## src/rtl/adcseq_cfg.svh

```systemverilog
/*
 Offsets, field positions, reset values and timing counts of the converter control block.
 Assumes inclusion by bare name from design files only.
*/
`ifndef ADCSEQ_CFG_SVH
`define ADCSEQ_CFG_SVH
// Offsets are register indices; byte address is four times the index
`define ADCSEQ_IDX_RESULT 8'hd0
`define ADCSEQ_IDX_CONTROL 8'hd1
`define ADCSEQ_IDX_IRQ_STATUS 8'hd2
`define ADCSEQ_IDX_IRQ_MASK 8'hd3
`define ADCSEQ_BIT_IRQ_EN 7
`define ADCSEQ_BIT_DONE 6
`define ADCSEQ_BIT_START 5
`define ADCSEQ_BIT_POWER 4
`define ADCSEQ_BIT_OSC_OFF 2
`define ADCSEQ_CTL_RESET 8'h40
`define ADCSEQ_CTL_WMASK 8'h94
// Conversion time in ns at a reference clock of 8 MHz
`define ADCSEQ_CONV_NS 70000
`define ADCSEQ_REF_CLK_MHZ 8
// Cycles at the reference clock; the sequence length is fixed in cycles
`define ADCSEQ_CONV_CYC ((`ADCSEQ_CONV_NS * `ADCSEQ_REF_CLK_MHZ) / 1000)
`define ADCSEQ_STEP_CYC (`ADCSEQ_CONV_CYC / 8)
`endif

```

## src/rtl/adcseq_pkg.sv

```systemverilog
/*
 Types shared by the converter control block.
 Assumes no surroundings.
*/
`default_nettype none
package adcseq_pkg;
   typedef enum logic [1:0] {ADCSEQ_IDLE, ADCSEQ_SETTLE, ADCSEQ_STEP} adcseq_state_t;
   typedef logic [7:0] adcseq_byte_t;
endpackage
`default_nettype wire

```

## src/rtl/adcseq_sar_if.sv

```systemverilog
/*
 Carrier between register front end and approximation engine.
 Assumes both ends on one clock.
*/
`default_nettype none
interface adcseq_sar_if;
   import adcseq_pkg::*;
   logic start;
   logic enable;
   logic cmp;
   adcseq_byte_t trial;
   adcseq_byte_t code;
   logic done;
   logic busy;
   modport ctl (output start, output enable, input trial, input code, input done, input busy);
   modport eng (input start, input enable, input cmp, output trial, output code, output done, output busy);
endinterface
`default_nettype wire

```

## src/rtl/adcseq_engine.sv

```systemverilog
/*
 Successive approximation engine: eight steps, most significant bit first.
 Assumes the comparator input is synchronous and high when the input exceeds the trial code.
*/
`include "adcseq_cfg.svh"
`default_nettype none
module adcseq_engine
   import adcseq_pkg::*;
(
   input wire logic core_clk_in,
   input wire logic rst_n_in,
   adcseq_sar_if.eng sar
);
   localparam int STEP_CYC = `ADCSEQ_STEP_CYC;
   adcseq_state_t state_q, state_d;
   logic [9:0] cnt_q, cnt_d;
   logic [2:0] bit_q, bit_d;
   adcseq_byte_t trial_q, trial_d, code_q, code_d;
   logic done_q, done_d;

   // Next state; while enabled, a start restarts from the top bit
   always_comb begin
      state_d = state_q;
      cnt_d = cnt_q;
      bit_d = bit_q;
      trial_d = trial_q;
      code_d = code_q;
      done_d = 1'b0;
      if (!sar.enable) begin
         state_d = ADCSEQ_IDLE; // Powered off or stopped
      end else if (sar.start) begin
         state_d = ADCSEQ_STEP;
         cnt_d = 10'(STEP_CYC - 1); // Fixed cycles per step
         bit_d = 3'd7;
         trial_d = 8'h80;
      end else if (state_q == ADCSEQ_STEP) begin
         if (cnt_q != 10'h000) begin
            cnt_d = cnt_q - 10'h001;
         end else begin
            // Keep the bit when input is above trial; saturates at ff and 00
            trial_d = trial_q & ~(sar.cmp ? 8'h00 : (8'h01 << bit_q));
            cnt_d = 10'(STEP_CYC - 1);
            if (bit_q == 3'd0) begin
               code_d = trial_q & ~(sar.cmp ? 8'h00 : 8'h01);
               done_d = 1'b1;
               state_d = ADCSEQ_IDLE;
            end else begin
               bit_d = bit_q - 3'd1;
               trial_d = (trial_q & ~(sar.cmp ? 8'h00 : (8'h01 << bit_q))) | (8'h01 << (bit_q - 3'd1));
            end
         end
      end
   end

   // Registers
   always_ff @(posedge core_clk_in or negedge rst_n_in) begin
      if (!rst_n_in) begin
         state_q <= ADCSEQ_IDLE;
         cnt_q <= 10'h000;
         bit_q <= 3'd7;
         trial_q <= 8'h00;
         code_q <= 8'h00;
         done_q <= 1'b0;
      end else begin
         state_q <= state_d;
         cnt_q <= cnt_d;
         bit_q <= bit_d;
         trial_q <= trial_d;
         code_q <= code_d;
         done_q <= done_d;
      end
   end

   assign sar.trial = trial_q;
   assign sar.code = code_q;
   assign sar.done = done_q;
   assign sar.busy = (state_q == ADCSEQ_STEP);
endmodule
`default_nettype wire

```

## src/rtl/adcseq_top.sv

```systemverilog
/*
 Converter control sequencer: Avalon-MM register slave, control and result registers,
 sticky interrupt status with mask, wake output, and the approximation engine.
 Assumes a synchronous comparator input and synchronous low power mode inputs.
*/
`include "adcseq_cfg.svh"
`default_nettype none
module adcseq_top
   import adcseq_pkg::*;
(
   input wire logic core_clk_in,
   input wire logic rst_n_in,
   input wire logic [9:0] avs_address_in,
   input wire logic avs_read_in,
   input wire logic avs_write_in,
   input wire logic [31:0] avs_writedata_in,
   input wire logic [3:0] avs_byteenable_in,
   output logic [31:0] avs_readdata_out,
   output logic avs_waitrequest_out,
   output logic [1:0] avs_response_out,
   input wire logic cmp_in,
   input wire logic wait_mode_in,
   input wire logic stop_mode_in,
   output logic conv_irq_out,
   output logic wake_out,
   output logic main_osc_disable_out,
   output logic conv_power_on_out
);
   adcseq_sar_if sar();

   // Control fields
   localparam adcseq_byte_t CTL_RST = `ADCSEQ_CTL_RESET;
   logic conv_irq_enable_q, conv_irq_enable_d;
   logic done_q, done_d;
   logic conv_power_on_q, conv_power_on_d;
   logic main_osc_disable_q, main_osc_disable_d;
   logic [1:0] ev_stat_q, ev_stat_d;
   logic [1:0] ev_mask_q, ev_mask_d;
   logic start_q, start_d;
   // Bus answer registers
   logic ack_q, ack_d;
   logic waitreq_q, waitreq_d;
   logic [31:0] rdata_q, rdata_d;
   logic [1:0] resp_q, resp_d;
   logic irq_q, irq_d, wake_q, wake_d;

   function automatic logic is_reg(input logic [9:0] a, input logic [7:0] idx);
      is_reg = (a[9:2] == idx) && (a[1:0] == 2'b00);
   endfunction

   logic wr_ctl, start_req, hit;
   adcseq_byte_t ctl_view;

   // Decode; byte lane 0 carries all register bits
   always_comb begin
      wr_ctl = avs_write_in && !ack_q && avs_byteenable_in[0] && is_reg(avs_address_in, `ADCSEQ_IDX_CONTROL);
      start_req = wr_ctl && avs_writedata_in[`ADCSEQ_BIT_START];
      hit = is_reg(avs_address_in, `ADCSEQ_IDX_RESULT) || is_reg(avs_address_in, `ADCSEQ_IDX_CONTROL)
         || is_reg(avs_address_in, `ADCSEQ_IDX_IRQ_STATUS) || is_reg(avs_address_in, `ADCSEQ_IDX_IRQ_MASK);
      ctl_view = 8'h00; // Start and reserved bits read zero
      ctl_view[`ADCSEQ_BIT_IRQ_EN] = conv_irq_enable_q;
      ctl_view[`ADCSEQ_BIT_DONE] = done_q;
      ctl_view[`ADCSEQ_BIT_POWER] = conv_power_on_q;
      ctl_view[`ADCSEQ_BIT_OSC_OFF] = main_osc_disable_q;
   end

   // Control and flag next values
   always_comb begin
      conv_irq_enable_d = conv_irq_enable_q;
      conv_power_on_d = conv_power_on_q;
      main_osc_disable_d = main_osc_disable_q;
      ev_mask_d = ev_mask_q;
      ev_stat_d = ev_stat_q;
      done_d = done_q;
      start_d = start_req;
      if (wr_ctl) begin
         // Done flag ignores written data reserved bits are not stored
         conv_irq_enable_d = avs_writedata_in[`ADCSEQ_BIT_IRQ_EN];
         conv_power_on_d = avs_writedata_in[`ADCSEQ_BIT_POWER];
         main_osc_disable_d = avs_writedata_in[`ADCSEQ_BIT_OSC_OFF];
      end
      if (start_req) begin
         done_d = 1'b0;
      end
      if (sar.done) begin
         done_d = 1'b1; // Loaded with the result
      end
      if (avs_write_in && !ack_q && avs_byteenable_in[0] && is_reg(avs_address_in, `ADCSEQ_IDX_IRQ_MASK)) begin
         ev_mask_d = avs_writedata_in[1:0];
      end
      if (avs_write_in && !ack_q && avs_byteenable_in[0] && is_reg(avs_address_in, `ADCSEQ_IDX_IRQ_STATUS)) begin
         ev_stat_d = ev_stat_q & ~avs_writedata_in[1:0];
      end
      // Set wins over a clear in the same cycle; bit0 done, bit1 start
      ev_stat_d = ev_stat_d | {start_req, sar.done};
   end

   // Interrupt: level from enable and done, or from unmasked sticky events
   always_comb begin
      irq_d = (conv_irq_enable_d && done_d) || |(ev_stat_d & ev_mask_d);
      // Wake from wait only; in stop the converter halts and cannot wake
      wake_d = irq_d && wait_mode_in && !stop_mode_in;
   end

   // Bus answer: one wait state, then ack with data
   always_comb begin
      ack_d = (avs_read_in || avs_write_in) && !ack_q;
      waitreq_d = !ack_d; // Registered so the pin comes straight from a flop
      rdata_d = 32'h0000_0000;
      resp_d = hit ? 2'b00 : 2'b10; // Unmapped answers slave error
      if (is_reg(avs_address_in, `ADCSEQ_IDX_RESULT)) begin
         rdata_d[7:0] = sar.code;
      end else if (is_reg(avs_address_in, `ADCSEQ_IDX_CONTROL)) begin
         rdata_d[7:0] = ctl_view;
      end else if (is_reg(avs_address_in, `ADCSEQ_IDX_IRQ_STATUS)) begin
         rdata_d[1:0] = ev_stat_q;
      end else if (is_reg(avs_address_in, `ADCSEQ_IDX_IRQ_MASK)) begin
         rdata_d[1:0] = ev_mask_q;
      end
   end

   // Registers
   always_ff @(posedge core_clk_in or negedge rst_n_in) begin
      if (!rst_n_in) begin
         conv_irq_enable_q <= CTL_RST[`ADCSEQ_BIT_IRQ_EN]; // 40h after reset
         done_q <= CTL_RST[`ADCSEQ_BIT_DONE];
         conv_power_on_q <= CTL_RST[`ADCSEQ_BIT_POWER];
         main_osc_disable_q <= CTL_RST[`ADCSEQ_BIT_OSC_OFF];
         ev_stat_q <= 2'b00;
         ev_mask_q <= 2'b00;
         start_q <= 1'b0;
         ack_q <= 1'b0;
         waitreq_q <= 1'b1;
         rdata_q <= 32'h0000_0000;
         resp_q <= 2'b00;
         irq_q <= 1'b0;
         wake_q <= 1'b0;
      end else begin
         conv_irq_enable_q <= conv_irq_enable_d;
         done_q <= done_d;
         conv_power_on_q <= conv_power_on_d;
         main_osc_disable_q <= main_osc_disable_d;
         ev_stat_q <= ev_stat_d;
         ev_mask_q <= ev_mask_d;
         start_q <= start_d;
         ack_q <= ack_d;
         waitreq_q <= waitreq_d;
         rdata_q <= rdata_d;
         resp_q <= resp_d;
         irq_q <= irq_d;
         wake_q <= wake_d;
      end
   end

   // Engine runs in wait, halts when powered off or stopped
   assign sar.start = start_q;
   assign sar.enable = conv_power_on_q && !stop_mode_in;
   assign sar.cmp = cmp_in;

   adcseq_engine u_engine (
      .core_clk_in(core_clk_in),
      .rst_n_in(rst_n_in),
      .sar(sar)
   );

   assign avs_readdata_out = rdata_q;
   assign avs_waitrequest_out = waitreq_q;
   assign avs_response_out = resp_q;
   assign conv_irq_out = irq_q;
   assign wake_out = wake_q;
   assign main_osc_disable_out = main_osc_disable_q;
   assign conv_power_on_out = conv_power_on_q;
endmodule
`default_nettype wire

```

## config.mk

```make
export PLATFORM = sky130hd
export DESIGN_NAME = adcseq_top
export DESIGN_NICKNAME = d
export VERILOG_FILES = /design/src/rtl/adcseq_pkg.sv /design/src/rtl/adcseq_sar_if.sv /design/src/rtl/adcseq_engine.sv /design/src/rtl/adcseq_top.sv
export VERILOG_INCLUDE_DIRS = /design/src /design/src/rtl
export SDC_FILE = /design/constraint.sdc
export NUM_CORES = 1
export LEC_CHECK = 0
export CORE_MARGIN = 4
export CORE_UTILIZATION = 40
export DETAILED_ROUTE_END_ITERATION = 8
export DONT_BUFFER_PORTS = 1
export SETUP_SLACK_MARGIN = 0.15
export SYNTH_ARGS = -nofsm -noshare
export SYNTH_HDL_FRONTEND = slang
export SYNTH_SLANG_ARGS = --single-unit
```

## constraint.sdc

```tcl
create_clock -name core_clk_in -period 7.6 [get_ports core_clk_in]
set_input_delay 1.14 -clock core_clk_in [delete_from_list [all_inputs] [get_ports core_clk_in]]
set_output_delay 1.14 -clock core_clk_in [all_outputs]
set_load 0.02 [all_outputs]
```

==> impl_metrics.env <==
export IMPL_hp_class="reg -> reg"
export IMPL_num_fill_cells=613
export IMPL_clock_skew_ns=0.0100
export IMPL_drt_pass1_iter_count=5
export IMPL_syn_inst=261
export IMPL_reg2reg_slack_ns=4.79
export IMPL_end_kind="flop"
export IMPL_crit_path_start_kind="input port"
export IMPL_final_util_pct=43.2
export IMPL_port_buffers=0
export IMPL_rsz0062_at_grt="false"
export IMPL_drc=0
export IMPL_cellPowerDensity_mw_per_mm2=163
export IMPL_synth_seq_cells=53
export IMPL_hold_path_cell_count=1
export IMPL_wl_per_cell_um=15.0
export IMPL_postCtsSetupBuffers=0
export IMPL_crit_required_ns=7.82
export IMPL_layout_nets=323
export IMPL_min_period_over_period_pct=37.9
export IMPL_drt_iter0_markers=69
export IMPL_async_reset_ff_share_pct=100
export IMPL_dieWidth_um=90.6
export IMPL_cts_sinks=53
export IMPL_tns_ns=0
export IMPL_drive_above_1_share_pct=15.2
export IMPL_clk_latency_ns=0.30
export IMPL_area_delta_synth_final_pct=2.80
export IMPL_place_hpwl_um=3730
export IMPL_core_mm2=0.00649
export IMPL_relSlewSlack_pct=31.7
export IMPL_grt_start_max_net_pins=54
export IMPL_arrival_ns=3.10
export IMPL_cts_resized=0
export IMPL_synth_compound_area_share_pct=11.9
export IMPL_grt_pass1_vias=1717
export IMPL_gp_congestion=0.772
export IMPL_worstReg2RegStart="u_engine.cnt_q[0]$_DFFE_PN0P_"
export IMPL_cts_inserted_buffers=5
export IMPL_synth_mux_area_share_pct=5.32
export IMPL_antenna_cells=0
export IMPL_ioPinCount=92
export IMPL_cellLeakagePower_nw=1.34
export IMPL_fin_hold_ws_ns=0.501
export IMPL_vias=1750
export IMPL_rows=29
export IMPL_postPlaceCellArea_mm2=0.00272
export IMPL_period_needed_ns=2.88
export IMPL_cap_violations=0
export IMPL_yosysWarnings=0
export IMPL_via_per_inst=5.15
export IMPL_clk_path_buf_depth=2
export IMPL_tightest_slew_ns=1.02
export IMPL_layout_common_cells="dfrtp_1 (48), conb_1 (25), nor2_1 (22)"
export IMPL_antenna_found_initial=0
export IMPL_ir_drop_mv=0.0721
export IMPL_grt_pass1_wl_um=8830
export IMPL_layout_commonest_cell="dfrtp_1"
export IMPL_die_area_mm2=0.00821
export IMPL_synth_edf_count=0
export IMPL_ys_flop_type="dfrtp_1"
export IMPL_cts_root_buffer="clkbuf_8"
export IMPL_netlist_area_mm2=0.00273
export IMPL_cp_endpoint="avs_readdata_out[0]$_DFF_PN0_"
export IMPL_synth_adder_area_share_pct=3.67
export IMPL_worstSetupPathType="in -> reg"
export IMPL_ctsHoldBuffers=0
export IMPL_postSynthAreaPerCell_um2=10.5
export IMPL_synth_top_family_by_area="simple AND/OR/NAND/NOR gates"
export IMPL_start_util_pct=42.0
export IMPL_grtUsageTotal_pct=13.2
export IMPL_ys_seq_area_share_pct=48.8
export IMPL_rr_endpoint="u_engine.bit_q[0]$_DFFE_PN1P_"
export IMPL_wl_um=5100
export IMPL_crit_fanout=10
export IMPL_clk_pin_slew_ns=0.10
export IMPL_grt_overflow=0
export IMPL_finalSetupViolCount=0
export IMPL_synth_xor_xnor_area_share_pct=2.89
export IMPL_h_tree_depth=2
export IMPL_fmax_ghz=0.347
export IMPL_status="finished clean"
export IMPL_synth_distinct_cells=46
export IMPL_antenna_left=0
export IMPL_die_h_um=90.6
export IMPL_crit_start="avs_address_in[5]"
export IMPL_synthSimpleGateAreaFrac_pct=17.8
export IMPL_final_cell_area_mm2=0.00281
export IMPL_reg2regPathDepth=8
export IMPL_finalHoldViolations=0
export IMPL_maxSlewViolCount=0
export IMPL_cts_tree="done"
export IMPL_p_total_w=0.000457
-- sequential cells by signal, summed over array words and instances, names as in the netlist --
| register | flops |
|---|---|
| wake_out | 1 |
| avs_response_out | 1 |
| done_q | 1 |
| u_engine.cnt_q | 10 |
| conv_power_on_out | 1 |
| ev_mask_q | 2 |
| conv_irq_enable_q | 1 |
| avs_readdata_out | 8 |
| ev_stat_q | 2 |
| u_engine.sar.done | 1 |
| ack_q | 1 |
| sar.start | 1 |
| main_osc_disable_out | 1 |
| u_engine.bit_q | 3 |
| avs_waitrequest_out | 1 |
| conv_irq_out | 1 |
| u_engine.sar.trial | 8 |
| u_engine.sar.code | 8 |
| u_engine.state_q | 1 |
-- critical path, cell delays in order --
cell     delay [ns]
or4b_1         0.66
nor3_1         0.87
a22o_1         0.29
nand2_1        0.06
o21ai_0        0.08
-- metrics by stage --
stage               setup slack, ns  cells
global placement               4.39    332
CTS                            4.69    340
detailed placement             4.36    332
finish                         4.72    340
global route                   4.50    340
floorplan                      4.68    285
-- layer usage --
layer	wire length (µm)	track usage, %
met2	2230	19.6
met3	284	3.75
met5	0	0
met4	36	3.44
met1	2540	18.8
-- worst min path at each step --
stage,from,end,slack [ns]
6_report,u_engine.sar.done$_DFF_PN0_,ev_stat_q[0]$_DFF_PN0_,0.50
5_1_grt,rst_n_in,ev_mask_q[1]$_DFF_PN0_,0.48
4_1_cts,rst_n_in,avs_response_out[1]$_DFF_PN0_,0.51
3_5_place_dp,u_engine.sar.done$_DFF_PN0_,ev_stat_q[0]$_DFF_PN0_,0.48
3_3_place_gp,u_engine.sar.done$_DFF_PN0_,ev_stat_q[0]$_DFF_PN0_,0.47
2_1_floorplan,u_engine.sar.done$_DFF_PN0_,done_q$_DFF_PN1_,0.46
-- synthesized netlist by cell type (2+ instances only) --
cell type / instances / area [µm²]
or4_4: 2 / 22.5
mux2_2: 12 / 135
buf_4: 25 / 188
or2_2: 3 / 18.8
dfrtp_1: 48 / 1200
nand2_1: 15 / 56.3
o21a_1: 2 / 15.0
ha_1: 8 / 100
a21oi_1: 9 / 45.0
dfstp_2: 5 / 131
inv_1: 12 / 45.0
nor4bb_1: 2 / 20.0
or3_1: 3 / 18.8
nand4b_1: 2 / 17.5
nor2_1: 22 / 82.6
a31oi_1: 4 / 25.0
nor4_1: 7 / 43.8
xnor2_1: 5 / 43.8
nand2b_1: 2 / 12.5
a21boi_0: 2 / 15.0
nand3_1: 3 / 15.0
a22o_1: 2 / 17.5
nor2b_1: 3 / 18.8
nor3_1: 4 / 20.0
o21ai_0: 21 / 105
xor2_1: 4 / 35.0
clkbuf_1: 7 / 26.3
or3b_2: 2 / 17.5
a21bo_2: 4 / 40.0
and3b_1: 2 / 17.5
a22oi_1: 4 / 30.0
-- final cells by class --
type | count | area (µm²) | share of cell area (%)
timing repair buffer | 2 | 15.0 | 0.535
multi-input combinational | 188 | 1230 | 43.8
clock inverter | 2 | 16.3 | 0.580
sequential | 53 | 1330 | 47.5
inverter | 12 | 45.0 | 1.61
tap | 77 | 96.3 | 3.43
clock buffer | 6 | 72.6 | 2.59
-- where the power goes --
part	internal (W)	leakage, nW	switching [W]
clock	0.0000657	0.0414	0.0000900
combinational	0.00000283	0.595	0.0000134
sequential	0.000284	0.705	0.00000169
total	0.000352	1.34	0.000105
-- cell families (layout without fill, tap and decap cells) --
family	after synthesis	in the layout
DFF	53	53
adders and majority gates	8	8
muxes	13	13
AOI/OAI and AO/OA	52	52
and+or+nand+nor	81	81
xor gates and xnor gates	9	9
buffers and inverters	44	22
other	1	25
Note: power is estimated with default switching activity, not from simulation.
